## config.mk

```make
export PLATFORM = sky130hd
export DESIGN_NAME = simsample_adc_host_port
export DESIGN_NICKNAME = d
export VERILOG_FILES = /design/src/hw/adc_port_pkg.sv /design/src/hw/result_buf2.sv /design/src/hw/simsample_adc_host_port.sv
export SDC_FILE = /design/constraint.sdc
export NUM_CORES = 1
export LEC_CHECK = 0
export ABC_AREA = 1
export BUFFER_PORTS_ARGS = -buffer_cell sky130_fd_sc_hd__clkbuf_2
export CAP_MARGIN = 0
export CORE_MARGIN = 10
export CORE_UTILIZATION = 55
export DETAILED_ROUTE_END_ITERATION = 6
export PLACE_DENSITY = 0.8
export SLEW_MARGIN = 20
export SYNTH_ARGS = -nofsm -noshare
export SYNTH_HDL_FRONTEND = slang
export SYNTH_SLANG_ARGS = --single-unit
```

## constraint.sdc

```tcl
create_clock -name clk -period 4.4 [get_ports clk]
set_clock_uncertainty 0.15 [all_clocks]
set_input_delay 0.88 -clock clk [delete_from_list [all_inputs] [get_ports clk]]
set_output_delay 0.88 -clock clk [all_outputs]
set_load 0.02 [all_outputs]
```

## src/hw/adc_port_pkg.sv

```systemverilog
package adc_port_pkg;
  localparam int          NUM_CH        = 4;
  localparam int          DATA_W        = 14;
  localparam int          SEL_W         = 4;
  // conversion length in master clock cycles
  localparam logic [4:0]  CONV_CYCLES   = 5'h10;
  // internal master clock: one tick every INT_CLK_DIV system cycles
  localparam logic [3:0]  INT_CLK_DIV   = 4'h4;
  localparam logic [3:0]  CH_SEL_RESET  = 4'hf;
  localparam logic [1:0]  PTR_FIRST     = 2'h0;

  typedef enum logic [1:0] {
    ST_IDLE = 2'b00,
    ST_CONV = 2'b01,
    ST_NEXT = 2'b11
  } conv_state_t;

  typedef struct packed {
    logic [1:0]        ch;
    logic [DATA_W-1:0] data;
  } result_t;
endpackage

```

## src/hw/result_buf2.sv

```systemverilog
`timescale 1ns/10ps
// two-entry skid buffer; a stalled reader loses no result
module result_buf2 (
  input  wire logic                  clk,
  input  wire logic                  rst_n,
  input  wire logic                  in_valid,
  output logic                       in_ready,
  input  wire adc_port_pkg::result_t in_data,
  output logic                       out_valid,
  input  wire logic                  out_ready,
  output adc_port_pkg::result_t      out_data
);
  adc_port_pkg::result_t mem_ff [2];
  logic                  wr_ptr_ff;
  logic                  rd_ptr_ff;
  logic [1:0]            cnt_ff;
  logic                  push;
  logic                  pop;

  assign in_ready  = (cnt_ff != 2'h2);
  assign out_valid = (cnt_ff != 2'h0);
  assign push      = in_valid && in_ready;
  assign pop       = out_valid && out_ready;
  assign out_data  = mem_ff[rd_ptr_ff];

  // storage
  always_ff @(posedge clk) begin
    if (push) begin
      mem_ff[wr_ptr_ff] <= in_data;
    end
  end

  // pointers and fill count
  always_ff @(posedge clk) begin
    if (!rst_n) begin
      wr_ptr_ff <= 1'b0;
      rd_ptr_ff <= 1'b0;
      cnt_ff    <= 2'h0;
    end else begin
      if (push) begin
        wr_ptr_ff <= ~wr_ptr_ff;
      end
      if (pop) begin
        rd_ptr_ff <= ~rd_ptr_ff;
      end
      if (push && !pop) begin
        cnt_ff <= cnt_ff + 2'h1;
      end else if (pop && !push) begin
        cnt_ff <= cnt_ff - 2'h1;
      end
    end
  end
endmodule

```

## src/hw/simsample_adc_host_port.sv

```systemverilog
`timescale 1ns/10ps
// Behaviour
// busy high from start edge until sequence done
// first flag high while pointer at register one
// start rising edge holds all four, converts
// sequence selection latched at start rising edge
// bus ignored unless chip select low
// data outputs enabled only with select and read low
// host keeps write strobe high during reads
// write rising edge stores data bits three..zero
// hardware mode: include pin high includes channel
// source low: pins and internal clock; high: register
// clock select low internal, high external clock
// one channel conversion takes sixteen master clocks
// data outputs high impedance otherwise
module simsample_adc_host_port (
  input  wire logic                              clk,
  input  wire logic                              rst_n,
  input  wire logic                              conversion_start_n,
  input  wire logic                              chip_select_n,
  input  wire logic                              read_n,
  input  wire logic                              write_n,
  input  wire logic [adc_port_pkg::SEL_W-1:0]    data_in,
  output logic      [adc_port_pkg::DATA_W-1:0]   data_out,
  output logic                                   data_oe,
  input  wire logic                              channel_one_include,
  input  wire logic                              channel_two_include,
  input  wire logic                              channel_three_include,
  input  wire logic                              channel_four_include,
  input  wire logic                              sequence_source_select,
  input  wire logic                              clock_source_select,
  input  wire logic                              ext_conv_clk,
  input  wire logic [adc_port_pkg::DATA_W-1:0]   sample_data,
  output logic                                   track_hold_n,
  output logic      [1:0]                        convert_channel,
  output logic                                   busy,
  output logic                                   first_result_flag,
  output logic      [3:0]                        channel_select
);
  // two-flop synchronisers for all pins from outside
  logic [1:0] cs_sy_ff, rd_sy_ff, wr_sy_ff, cv_sy_ff, xc_sy_ff;
  logic [3:0] inc_s1_ff, inc_s2_ff;
  logic       src_s1_ff, src_s2_ff, cks_s1_ff, cks_s2_ff;

  always_ff @(posedge clk) begin
    if (!rst_n) begin
      cs_sy_ff  <= 2'h3;
      rd_sy_ff  <= 2'h3;
      wr_sy_ff  <= 2'h3;
      cv_sy_ff  <= 2'h3;
      xc_sy_ff  <= 2'h0;
      inc_s1_ff <= 4'h0;
      inc_s2_ff <= 4'h0;
      src_s1_ff <= 1'b0;
      src_s2_ff <= 1'b0;
      cks_s1_ff <= 1'b0;
      cks_s2_ff <= 1'b0;
    end else begin
      cs_sy_ff  <= {cs_sy_ff[0], chip_select_n};
      rd_sy_ff  <= {rd_sy_ff[0], read_n};
      wr_sy_ff  <= {wr_sy_ff[0], write_n};
      cv_sy_ff  <= {cv_sy_ff[0], conversion_start_n};
      xc_sy_ff  <= {xc_sy_ff[0], ext_conv_clk};
      inc_s1_ff <= {channel_four_include, channel_three_include,
                    channel_two_include, channel_one_include};
      inc_s2_ff <= inc_s1_ff;
      src_s1_ff <= sequence_source_select;
      src_s2_ff <= src_s1_ff;
      cks_s1_ff <= clock_source_select;
      cks_s2_ff <= cks_s1_ff;
    end
  end

  // previous synced values for edge detection (read only second stage)
  logic cv_prev_ff, wr_prev_ff, rd_prev_ff, xc_prev_ff, cs_prev_ff;
  always_ff @(posedge clk) begin
    if (!rst_n) begin
      cv_prev_ff <= 1'b1;
      cs_prev_ff <= 1'b1;
      wr_prev_ff <= 1'b1;
      rd_prev_ff <= 1'b1;
      xc_prev_ff <= 1'b0;
    end else begin
      cv_prev_ff <= cv_sy_ff[1];
      cs_prev_ff <= cs_sy_ff[1];
      wr_prev_ff <= wr_sy_ff[1];
      rd_prev_ff <= rd_sy_ff[1];
      xc_prev_ff <= xc_sy_ff[1];
    end
  end

  logic selected;
  logic start_rise;
  logic wr_rise;
  logic rd_rise;
  assign selected   = !cs_sy_ff[1];
  assign start_rise = cv_sy_ff[1] && !cv_prev_ff;
  assign wr_rise    = wr_sy_ff[1] && !wr_prev_ff;
  assign rd_rise    = rd_sy_ff[1] && !rd_prev_ff;

  // channel-select register; data taken from the pins unsynchronised is
  // avoided by sampling the synced bus two cycles after the strobe
  logic [3:0] db_s1_ff, db_s2_ff, ch_sel_ff;
  always_ff @(posedge clk) begin
    if (!rst_n) begin
      db_s1_ff  <= 4'h0;
      db_s2_ff  <= 4'h0;
      ch_sel_ff <= adc_port_pkg::CH_SEL_RESET;
    end else begin
      db_s1_ff <= data_in;
      db_s2_ff <= db_s1_ff;
      // chip select may rise with the strobe, so the select seen before the edge counts
      if (wr_rise && !cs_prev_ff && rd_sy_ff[1]) begin
        ch_sel_ff <= db_s2_ff;
      end
    end
  end
  assign channel_select = ch_sel_ff;

  // master clock tick: internal divider or external clock edge
  logic [3:0] div_ff;
  logic       int_tick;
  logic       ext_mode_ff;
  logic       tick;
  always_ff @(posedge clk) begin
    if (!rst_n) begin
      div_ff <= 4'h0;
    end else if (div_ff == adc_port_pkg::INT_CLK_DIV - 4'h1) begin
      div_ff <= 4'h0;
    end else begin
      div_ff <= div_ff + 4'h1;
    end
  end
  assign int_tick = (div_ff == adc_port_pkg::INT_CLK_DIV - 4'h1);
  // hardware sequence mode always runs off the internal clock
  assign tick = ext_mode_ff ? (xc_sy_ff[1] && !xc_prev_ff) : int_tick;

  // conversion sequencer
  adc_port_pkg::conv_state_t state_ff;
  logic [3:0]  seq_ff;
  logic [1:0]  ch_ff;
  logic [4:0]  cyc_ff;
  logic [3:0]  nxt_seq;
  logic        push_valid, push_ready;
  adc_port_pkg::result_t push_data;

  // latch selection once at the start edge
  always_comb begin
    nxt_seq = src_s2_ff ? ch_sel_ff : inc_s2_ff;
  end

  function automatic logic [1:0] first_set(input logic [3:0] m);
    logic [1:0] r;
    r = 2'h0;
    for (int i = 3; i >= 0; i--) begin
      if (m[i]) begin
        r = 2'(i);
      end
    end
    return r;
  endfunction

  always_ff @(posedge clk) begin
    if (!rst_n) begin
      state_ff    <= adc_port_pkg::ST_IDLE;
      seq_ff      <= 4'h0;
      ch_ff       <= 2'h0;
      cyc_ff      <= 5'h0;
      ext_mode_ff <= 1'b0;
    end else begin
      case (state_ff)
        adc_port_pkg::ST_IDLE: begin
          if (start_rise && nxt_seq != 4'h0) begin
            seq_ff      <= nxt_seq;
            ch_ff       <= first_set(nxt_seq);
            cyc_ff      <= 5'h0;
            ext_mode_ff <= src_s2_ff && cks_s2_ff;
            state_ff    <= adc_port_pkg::ST_CONV;
          end
        end
        adc_port_pkg::ST_CONV: begin
          if (tick) begin
            if (cyc_ff == adc_port_pkg::CONV_CYCLES - 5'h1) begin
              state_ff <= adc_port_pkg::ST_NEXT;
            end else begin
              cyc_ff <= cyc_ff + 5'h1;
            end
          end
        end
        adc_port_pkg::ST_NEXT: begin
          // waits here while the result buffer is full
          if (push_ready) begin
            seq_ff[ch_ff] <= 1'b0;
            cyc_ff        <= 5'h0;
            if ((seq_ff & ~(4'h1 << ch_ff)) == 4'h0) begin
              state_ff <= adc_port_pkg::ST_IDLE;
            end else begin
              ch_ff    <= first_set(seq_ff & ~(4'h1 << ch_ff));
              state_ff <= adc_port_pkg::ST_CONV;
            end
          end
        end
        default: state_ff <= adc_port_pkg::ST_IDLE;
      endcase
    end
  end

  assign push_valid      = (state_ff == adc_port_pkg::ST_NEXT);
  assign push_data.ch    = ch_ff;
  assign push_data.data  = sample_data;
  assign busy            = (state_ff != adc_port_pkg::ST_IDLE);
  assign track_hold_n    = busy; // high holds all four stages
  assign convert_channel = ch_ff;

  // result buffer; each host read that was shown a result pops it
  logic                  pop_valid;
  adc_port_pkg::result_t pop_data;
  logic                  pop_ready;
  logic                  dvalid_ff;
  // select seen before the read edge, as it may rise with the strobe;
  // only a word the host was shown is popped, so a late push is not lost
  assign pop_ready = rd_rise && !cs_prev_ff && dvalid_ff;

  result_buf2 u_buf (
    .clk       (clk),
    .rst_n     (rst_n),
    .in_valid  (push_valid),
    .in_ready  (push_ready),
    .in_data   (push_data),
    .out_valid (pop_valid),
    .out_ready (pop_ready),
    .out_data  (pop_data)
  );

  // output pointer: reset to register one at each start
  logic [1:0] ptr_ff;
  always_ff @(posedge clk) begin
    if (!rst_n) begin
      ptr_ff <= adc_port_pkg::PTR_FIRST;
    end else if (start_rise && state_ff == adc_port_pkg::ST_IDLE) begin
      ptr_ff <= adc_port_pkg::PTR_FIRST;
    end else if (pop_ready && pop_valid) begin
      ptr_ff <= ptr_ff + 2'h1;
    end
  end
  assign first_result_flag = (ptr_ff == adc_port_pkg::PTR_FIRST);

  // registered data, frozen while the bus is enabled; enable needs select and read low
  logic [adc_port_pkg::DATA_W-1:0] dout_ff;
  always_ff @(posedge clk) begin
    if (!rst_n) begin
      dout_ff   <= '0;
      dvalid_ff <= 1'b0;
    end else if (!data_oe) begin
      dout_ff   <= pop_valid ? pop_data.data : '0;
      dvalid_ff <= pop_valid;
    end
  end
  assign data_out = dout_ff;
  assign data_oe  = selected && !rd_sy_ff[1];
endmodule

```

==> out/summary.txt, run 1 <==
CTS Hold Bufs = 0
WP data required = 4.55 ns
Antenna violations before repair = 0
FF+latch count, synth = 107
Critical path arrival = 2.67 ns
Vias per inst = 4.836
Die height = 105.8 um
Commonest non-fill, non-tap cell in the layout = nand2_1
Initial core utilization = 56.17%
Post-route cell area = 0.004609 mm2
Status = finished clean
Lkg Pwr = 2.009 nW
Internal = 0.001332 W
Fin. Hold Viols = 0
RR Startpoint = rd_sy_ff[1]$_SDFF_PN1_
Pwr/cell area = 394.9 mW/mm2
Final min period = 2.526 ns
Post_cts resized = 0
Slew HR = 53.33%
Critical-path maximum fanout = 39
Clock Sink Count = 107
TritonCTS buffer count = 9
Final period utilization = 57.41%
Detailed-route DRC error count = 0
Top post-synthesis cells by area = dfxtp_1 39%, edfxtp_1 21%, nand2_1 9.6%
Hold_sp = cs_sy_ff[0]$_SDFF_PN1_
H-tree depth = 3
Clock Tree Root = clkbuf_8
Worst flop-to-flop path endpoint = u_buf.cnt_ff[1]$_SDFFE_PN0P_
Register area share after synthesis = 59.77%
Placed cell areas = 0.004423 mm2
Synth area leader = dfxtp_1
Nets = 524
Drt pass-1 iters = 4
TritonCTS clock tree = built
Core Region = 0.007214 mm2
Clock power share = 30.6%
Antenna Nets Post-Route = 0
Global-route wire length before repair = 12.70 mm
HP Class = register to register
Most flop-heavy register = u_buf.mem_ff
WL final = 7.373 mm
Gr ovfl total = 0
Distinct cell type count after synthesis = 35
Logic gate share of total power = 11.3%
Post-synth EDFFs = 28
Bufs on Longest Clock Path = 2
Synth top area share = 39.02%
Filler cells = 599
RSZ-0062 raised after global routing = false
Cell depth of the worst hold path = 1
Finish-stage setup viols = 0
R2R depth = 9
R2R Setup Slk = 2.44 ns
Die area = 0.01120 mm2
Maximum vdd drop = 224.8 uV
Post-CTS setup buffer count = 0
Max Cap Viol = 0
P_sw = 0.0004878 W
Crit end category = register
Slew of the pin with the lowest slew margin = 0.7001 ns
Synthesized area = 0.004053 mm2
Ys async rst share = 0%
Fraction of layout cells with a size suffix above 1 = 25.56%
Avg Cell Area, Syn = 9.403 um2
Area grow syn2layout = 13.74%
Largest net degree at the start of global routing = 40
Sw frac = 26.80%
Port Buf Inserts = 54
Sequential share of power = 58.1%
Later-pin clock latency in the skew report = 0.36 ns
Row cnt = 31
Post-DR wirelength/cell = 12.45 um
I/O pin cnt = 55
Post-route setup TNS = 0 ns
Synth warn = 0
Final Max Slew Viols = 0
Critical path type = input pin to register
Worst-path clk slew = 0.10 ns
1st-iter DRT viols = 107
Top_reg_cell synth = dfxtp_1
Flip-flop count of the largest register after layout = 28
Vias in the first global route = 2,866
Hpwl dp = 5.189 mm
Cells after synthesis = 431
Startpoint types = input pin
Max Freq = 395.9 MHz
Die Span X = 105.8 um
Commonest cells after routing, fill and taps aside = 104 x nand2_1, 79 x dfxtp_1, 54 x clkbuf_2, 46 x inv_1, 32 x nor2_1
Via Count = 2,863
GPL Wtd Cong = 0.8140
Total power after layout = 0.001820 W
Hold path endpoint = cs_sy_ff[1]$_SDFF_PN1_
Diodes inserted = 0
Net count after synthesis = 467
All-Layer GR Usage = 13.70%
-- worst max-delay path, cell delays in order --
cell and delay [ns]:
clkbuf_2 0.53, clkinv_1 0.50, buf_4 0.37, nor2_1 0.16, o21ai_0 0.09, a21oi_1 0.11
-- Yosys cell counts, types with 2 or more instances --
master	instances
inv_1	46
nand4_1	9
buf_2	4
nand3_1	11
nor2_2	2
inv_2	5
o21ai_0	15
mux2_2	14
clkbuf_1	7
nor2_1	33
a21oi_2	8
a21oi_1	26
xor2_1	2
nand2_1	104
ha_1	5
nand2_2	7
edfxtp_1	28
or2_2	10
dfxtp_1	79
-- logic make-up (layout without fill, tap and decap cells) --
kind of cell,Yosys count,in the layout,synth area share [%]
buf+inv,64,126,6.144
mux,14,14,3.890
xor+xnor,2,2,0.4323
compound gates,56,56,8.089
simple gates,183,183,20.13
fa+ha+maj,5,5,1.544
flops,107,107,59.77
-- routing by layer --
metal	vias up	global-route usage (%)	share of wire, %
li1	1498	-	-
met1	1287	15.95	45
met2	66	23.41	50
met3	12	3.837	4.0
met4	0	5.222	1.5
met5	-	0	0
-- metrics by stage --
step           util (%)  worst slack (ns)  hold slack [ns]  std cells
2_1_floorplan         -             2.362           0.2405        431
3_3_place_gp      61.31             1.534           0.2439        576
3_5_place_dp      61.31             1.520           0.2467        576
4_1_cts           63.86             1.899           0.2703        592
5_1_grt           63.89             1.660           0.2879        592
6_report          63.89             1.874           0.2701        592
-- power by group through the flow --
stage / clock network (W) / registers [W] / logic [W]
final: 0.000557 / 0.00106 / 0.000206
after global routing: 0.000614 / 0.00106 / 0.000233
after CTS: 0.000569 / 0.00106 / 0.000207
after detailed placement: 0 / 0.00108 / 0.000205
after global placement: 0 / 0.00108 / 0.000199
after floorplan: 0 / 0.00108 / 0.000146
-- worst max-delay path by stage --
stage                                start                      to  cells past startpoint
floorplan           rd_sy_ff[1]$_SDFF_PN1_                 data_oe                      2
global placement                     rst_n  ptr_ff[0]$_SDFFE_PP0P_                      6
detailed placement                   rst_n  ptr_ff[0]$_SDFFE_PP0P_                      6
CTS                                  rst_n  ptr_ff[0]$_SDFFE_PP0P_                      6
global route                         rst_n  ptr_ff[0]$_SDFFE_PP0P_                      6
finish                               rst_n  ptr_ff[0]$_SDFFE_PP0P_                      6
-- layout make-up --
cell class	instances	area, um2	share of cell area (%)
multi-input combinational	260	1384	30.02
clock buffer	10	137.6	2.986
inverter	52	195.2	4.235
sequential	107	2422	52.55
tap	99	123.9	2.687
clock inverter	6	46.29	1.004
timing repair buffer	58	300.3	6.515
(Power assumes the default switching activity.)
==> run 2: changes to the inputs <==
--- a/config.mk
+++ b/config.mk
@@ -9,9 +9,9 @@
 export BUFFER_PORTS_ARGS = -buffer_cell sky130_fd_sc_hd__clkbuf_2
 export CAP_MARGIN = 0
 export CORE_MARGIN = 10
-export CORE_UTILIZATION = 55
+export CORE_UTILIZATION = 51
 export DETAILED_ROUTE_END_ITERATION = 6
-export PLACE_DENSITY = 0.8
+export PLACE_DENSITY = 0.78
 export SLEW_MARGIN = 20
 export SYNTH_ARGS = -nofsm -noshare
 export SYNTH_HDL_FRONTEND = slang
==> constraint.sdc (replaced) <==
create_clock -name clk -period 2.09 [get_ports clk]
set_clock_uncertainty 0.15 [all_clocks]
set_input_delay 0.418 -clock clk [delete_from_list [all_inputs] [get_ports clk]]
set_output_delay 0.418 -clock clk [all_outputs]
set_load 0.02 [all_outputs]
==> out/summary.txt, run 2 (synthesis gave the netlist of run 1 again) <==
Final core occ = 60.30% (was 63.89%)
Startpoint types = register (was input pin)
Maximum vdd drop = 415.4 uV (was 224.8 uV)
Vias per inst = 4.826 (was 4.836)
Lkg Pwr = 2.031 nW (was 2.009 nW)
Flip-flop count of the largest register after layout = 28 (unchanged)
CP cell instances = nor2_1, buf_4, clkbuf_2 (was clkbuf_2, clkinv_1, buf_4, nor2_1, o21ai_0, a21oi_1)
Port Buf Inserts = 54 (unchanged)
Fin cells = 599 (was 592)
Pwr/cell area = 838.3 mW/mm2 (was 394.9 mW/mm2)
Initial core utilization = 52.44% (was 56.17%)
Drt pass-1 iters = 4 (unchanged)
Fin. Hold Viols = 0 (unchanged)
Antenna violations before repair = 0 (unchanged)
Gr ovfl total = 0 (unchanged)
TritonCTS buffer count = 9 (unchanged)
Total power after layout = 0.003906 W (was 0.001820 W)
Logic gate share of total power = 11.6% (was 11.3%)
Max Freq = 527.6 MHz
Vias in the first global route = 2,900 (was 2,866)
Die height = 109.1 um (was 105.8 um)
Clock Sink Count = 107 (unchanged)
Critical-path maximum fanout = 16 (was 39)
Global-route wire length before repair = 12.70 mm (unchanged)
Core Region = 0.007727 mm2 (was 0.007214 mm2)
WP data required = 1.52 ns (was 4.55 ns)
Internal = 0.002864 W (was 0.001332 W)
Slowest-stage cell, CP = dfxtp_1 (was clkbuf_2)
Slew of the pin with the lowest slew margin = 0.6630 ns (was 0.7001 ns)
Final Max Slew Viols = 0 (unchanged)
Clock power share = 31.5% (was 30.6%)
Via Count = 2,891 (was 2,863)
I/O pin cnt = 55 (unchanged)
Hpwl dp = 5.270 mm (was 5.189 mm)
1st-iter DRT viols = 144 (was 107)
Setup ws final = 0.1946 ns (was 1.874 ns)
Post-DR wirelength/cell = 12.50 um (was 12.45 um)
Final period utilization = 90.69%
Filler cells = 654 (was 599)
Most flop-heavy register = u_buf.mem_ff (unchanged)
RSZ-0062 raised after global routing = false (unchanged)
Clock Tree Root = clkbuf_8 (unchanged)
Finish-stage setup viols = 0 (unchanged)
Critical path arrival = 1.33 ns (was 2.67 ns)
Commonest non-fill, non-tap cell in the layout = nand2_1 (unchanged)
Max Cap Viol = 0 (unchanged)
Crit end category = output port (was register)
CP max stage delay = 0.32 ns (was 0.53 ns)
Post-route setup TNS = 0 ns (unchanged)
Die Span X = 109.1 um (was 105.8 um)
Commonest cells after routing, fill and taps aside = 104 x nand2_1, 79 x dfxtp_1, 55 x clkbuf_2, 46 x inv_1, 32 x nor2_1 (was 104 x nand2_1, 79 x dfxtp_1, 54 x clkbuf_2, 46 x inv_1, 32 x nor2_1)
HP Class = input pin to register (was register to register)
Bufs on Longest Clock Path = 2 (unchanged)
All-Layer GR Usage = 13.12% (was 13.70%)
Area grow syn2layout = 14.97% (was 13.74%)
Row cnt = 32 (was 31)
WL final = 7.490 mm (was 7.373 mm)
Slew HR = 55.74% (was 53.33%)
Sequential share of power = 56.9% (was 58.1%)
Pre-CTS setup slack = 0.2143 ns (was 1.520 ns)
Detailed-route DRC error count = 0 (unchanged)
Later-pin clock latency in the skew report = 0.37 ns (was 0.36 ns)
H-tree depth = 3 (unchanged)
Critical path type = register to output port (was input pin to register)
Status = finished clean (unchanged)
TritonCTS clock tree = built (unchanged)
Largest net degree at the start of global routing = 33 (was 40)
Nets = 528 (was 524)
Die area = 0.01191 mm2 (was 0.01120 mm2)
Fraction of layout cells with a size suffix above 1 = 26.36% (was 25.56%)
Worst-path clk slew = 0.10 ns (about the same)
Antenna Nets Post-Route = 0 (unchanged)
GPL Wtd Cong = 0.8382 (was 0.8140)
Final min period = 1.895 ns
P_sw = 0.001042 W (was 0.0004878 W)
Sw frac = 26.69% (was 26.80%)
Diodes inserted = 0 (unchanged)
Placed cells = 582 (was 576)
[run 2: worst paths after layout]
check	cells after the start	slack (ns)	to	start
hold / removal	3	0.08	inc_s1_ff[0]$_SDFF_PN0_	channel_one_include
setup / recovery	3	0.19	data_oe	rd_sy_ff[1]$_SDFF_PN1_
setup reg to reg	11	0.25	cyc_ff[1]$_SDFFE_PN0P_	cyc_ff[0]$_SDFFE_PN0P_
hold reg to reg	2	0.27	cks_s2_ff$_SDFF_PN0_	cks_s1_ff$_SDFF_PN0_
[run 2: what timing repair did]
| action | CTS | global route |
|---|---|---|
| setup buffers | 0 | 1 |
| resized for setup | 0 | 1 |
| endpoints found under the setup margin | 0 | 2 |
| hold buffers | 0 | 0 |
[run 2: power groups by stage]
stage / Combinational [W] / Sequential (W) / Clock [W]
floorplan: 0.000308 / 0.00228 / 0
global placement: 0.000422 / 0.00227 / 0
CTS: 0.000441 / 0.00222 / 0.00126
detailed placement: 0.000437 / 0.00227 / 0
finish: 0.000452 / 0.00222 / 0.00123
global route: 0.000509 / 0.00223 / 0.00134
[run 2: stage by stage]
step	hold slack [ns]	cell area (um2)
2_1_floorplan	0.2405	4053
3_3_place_gp	0.2422	4449
5_1_grt	0.07596	4659
3_5_place_dp	0.2465	4449
4_1_cts	0.06989	4646
6_report	0.07788	4659
[run 2: layout make-up]
type / instances / area, um2 / area share [%]
flip-flops and latches: 107 / 2422 / 51.99
multi-input cells: 260 / 1388 / 29.78
repair buffers: 62 / 330.3 / 7.089
inverters: 52 / 195.2 / 4.189
clock buffers: 11 / 153.9 / 3.303
well taps: 102 / 127.6 / 2.739
clock inverters: 5 / 42.54 / 0.9130
[run 2: worst max-delay path, delay by kind of cell, from the launching register on]
kind / cells / cell delay [ns]
buffers and inverters: 2 / 0.46
AND/OR/NAND/NOR: 1 / 0.18
flip-flops: 1 / 0.32
[run 2: metal layers]
metal,wire (um),global-route usage [%],up-vias
met5,0,0,-
met4,136,5.273,0
met3,294,3.481,14
met2,3676,22.71,50
met1,3382,15.06,1318
li1,-,-,1509
==> run 3: changes to the inputs <==
--- a/config.mk
+++ b/config.mk
@@ -8,7 +8,6 @@
 export ABC_AREA = 1
 export BUFFER_PORTS_ARGS = -buffer_cell sky130_fd_sc_hd__clkbuf_2
 export CAP_MARGIN = 0
-export CORE_MARGIN = 10
 export CORE_UTILIZATION = 51
 export DETAILED_ROUTE_END_ITERATION = 6
 export PLACE_DENSITY = 0.78
==> out/summary.txt, run 3 (synthesis gave the netlist of run 1 again) <==
Max Freq = 526.9 MHz (was 527.6 MHz)
Slew HR = 30.79% (was 55.74%)
Gr ovfl total = 0 (unchanged)
Clock Sink Count = 107 (unchanged)
Nets = 527 (was 528)
Pwr/cell area = 848.9 mW/mm2 (was 838.3 mW/mm2)
RSZ-0062 raised after global routing = false (unchanged)
Bufs on Longest Clock Path = 2 (unchanged)
Worst flop-to-flop path endpoint = u_buf.cnt_ff[1]$_SDFFE_PN0P_ (was cyc_ff[1]$_SDFFE_PN0P_)
Final min period = 1.898 ns (was 1.895 ns)
Via Count = 2,870 (was 2,891)
Later-pin clock latency in the skew report = 0.36 ns (was 0.37 ns)
Post_cts resized = 0 (unchanged)
Drt pass-1 iters = 4 (unchanged)
Global-route wire length before repair = 11.52 mm (was 12.70 mm)
TritonCTS clock tree = built (unchanged)
Lkg Pwr = 2.034 nW (was 2.031 nW)
Worst-path clk slew = 0.10 ns (about the same)
Placed cells = 582 (unchanged)
Hold_sp = channel_two_include (was channel_one_include)
Antenna violations before repair = 0 (unchanged)
R2R Setup Slk = 0.19 ns (was 0.25 ns)
Status = finished clean (unchanged)
TritonCTS buffer count = 9 (unchanged)
HP Class = input pin to register (unchanged)
Startpoint types = register (unchanged)
Post-CTS setup buffer count = 0 (unchanged)
Max Cap Viol = 0 (unchanged)
WP data required = 2.19 ns (was 1.52 ns)
RR Startpoint = state_ff[1]$_SDFFE_PN0P_ (was cyc_ff[0]$_SDFFE_PN0P_)
R2R depth = 7 (was 11)
Clock Tree Root = clkbuf_8 (unchanged)
Core Region = 0.007687 mm2 (was 0.007727 mm2)
Filler cells = 648 (was 654)
CP max stage delay = 0.43 ns (was 0.32 ns)
Commonest non-fill, non-tap cell in the layout = nand2_1 (unchanged)
Slew of the pin with the lowest slew margin = 1.034 ns (was 0.6630 ns)
Flip-flop count of the largest register after layout = 28 (unchanged)
All-Layer GR Usage = 17.49% (was 13.12%)
Slowest-stage cell, CP = dfxtp_1 (unchanged)
Hold path endpoint = inc_s1_ff[1]$_SDFF_PN0_ (was inc_s1_ff[0]$_SDFF_PN0_)
Crit path from = state_ff[1]$_SDFFE_PN0P_ (was rd_sy_ff[1]$_SDFF_PN1_)
Most frequent CP cell = a21oi_1
1st-iter DRT viols = 149 (was 144)
Area grow syn2layout = 15.10% (was 14.97%)
Die height = 91.14 um (was 109.1 um)
Cell depth of the worst hold path = 3 (unchanged)
Crit end category = register (was output port)
CTS Hold Bufs = 0 (unchanged)
Final period utilization = 90.81% (was 90.69%)
Vias in the first global route = 2,691 (was 2,900)
Initial core utilization = 52.72% (was 52.44%)
Detailed-route DRC error count = 0 (unchanged)
Fin cells = 598 (was 599)
Fin. Hold Viols = 0 (unchanged)
Finish-stage setup viols = 0 (unchanged)
H-tree depth = 3 (unchanged)
Critical-path maximum fanout = 10 (was 16)
Most flop-heavy register = u_buf.mem_ff (unchanged)
Vias per inst = 4.799 (was 4.826)
Port Buf Inserts = 54 (unchanged)
Maximum vdd drop = 440.5 uV (was 415.4 uV)
CP cell instances = nand2_2, a21oi_1, ha_1, a21oi_1, o21ai_0, o21ai_0, a21oi_1 (was nor2_1, buf_4, clkbuf_2)
Post-route setup TNS = 0 ns (unchanged)
Fraction of layout cells with a size suffix above 1 = 25.60% (was 26.36%)
Post-DR wirelength/cell = 11.63 um (was 12.50 um)
GPL Wtd Cong = 0.8249 (was 0.8382)
Largest net degree at the start of global routing = 31 (was 33)
Row cnt = 32 (unchanged)
Diodes inserted = 0 (unchanged)
I/O pin cnt = 55 (unchanged)
WL final = 6.954 mm (was 7.490 mm)
Die area = 0.008307 mm2 (was 0.01191 mm2)
Critical path arrival = 2.00 ns (was 1.33 ns)
Antenna Nets Post-Route = 0 (unchanged)
Commonest cells after routing, fill and taps aside = 104 x nand2_1, 79 x dfxtp_1, 54 x clkbuf_2, 46 x inv_1, 33 x nor2_1 (was 104 x nand2_1, 79 x dfxtp_1, 55 x clkbuf_2, 46 x inv_1, 32 x nor2_1)
Die Span X = 91.14 um (was 109.1 um)
Hpwl dp = 4.836 mm (was 5.270 mm)
Critical path type = register to register (was register to output port)
Final Max Slew Viols = 0 (unchanged)
run 3: layout make-up:
type                    count  area [um2]  share of cell area (%)
inverters                  52       195.2                   4.185
multi-input cells         260        1381                   29.61
repair buffers             61       322.8                   6.921
well taps                 102       127.6                   2.736
clock buffers              12       177.7                   3.809
clock inverters             4       37.54                  0.8047
flip-flops and latches    107        2422                   51.93
run 3: worst max-delay path, delay by kind of cell, from the launching register on:
family / cells / cell delay (ns)
flops: 1 / 0.43
fa+ha+maj: 1 / 0.31
compound gates: 5 / 0.75
simple gates: 1 / 0.15
run 3: metal layers:
layer | wire length (um) | global-route usage, % | up-vias
li1 | - | - | 1504
met1 | 3212 | 21.24 | 1312
met2 | 3442 | 29.48 | 49
met3 | 222 | 4.606 | 5
met4 | 76 | 7.143 | 0
met5 | 0 | 0 | -
run 3: how the worst max path moves through the flow:
| stage | to | cells after the start |
|---|---|---|
| 2_1_floorplan | u_buf.mem_ff[1][0]$_DFFE_PP_ | 4 |
| 3_3_place_gp | cyc_ff[1]$_SDFFE_PN0P_ | 10 |
| 3_5_place_dp | u_buf.cnt_ff[1]$_SDFFE_PN0P_ | 7 |
| 4_1_cts | cyc_ff[1]$_SDFFE_PN0P_ | 10 |
| 5_1_grt | u_buf.cnt_ff[1]$_SDFFE_PN0P_ | 7 |
| 6_report | u_buf.cnt_ff[1]$_SDFFE_PN0P_ | 7 |
run 3: where the power goes:
group / switching (W) / internal (W)
Clock: 0.000703 / 0.000597
Sequential: 0.0000398 / 0.00218
Combinational: 0.000291 / 0.000145
run 3: through the flow:
step	util [%]	hold slack [ns]	setup slack, ns	total power (W)	cell area [um2]
detailed placement	57.88	0.2487	0.2276	0.002708	4449
floorplan	-	0.2405	0.08096	0.002588	4053
global placement	57.88	0.2435	0.2837	0.002689	4449
CTS	60.68	0.06496	0.1969	0.003989	4664
finish	60.68	0.07909	0.1921	0.003960	4664
global route	60.68	0.06668	0.01811	0.004117	4664
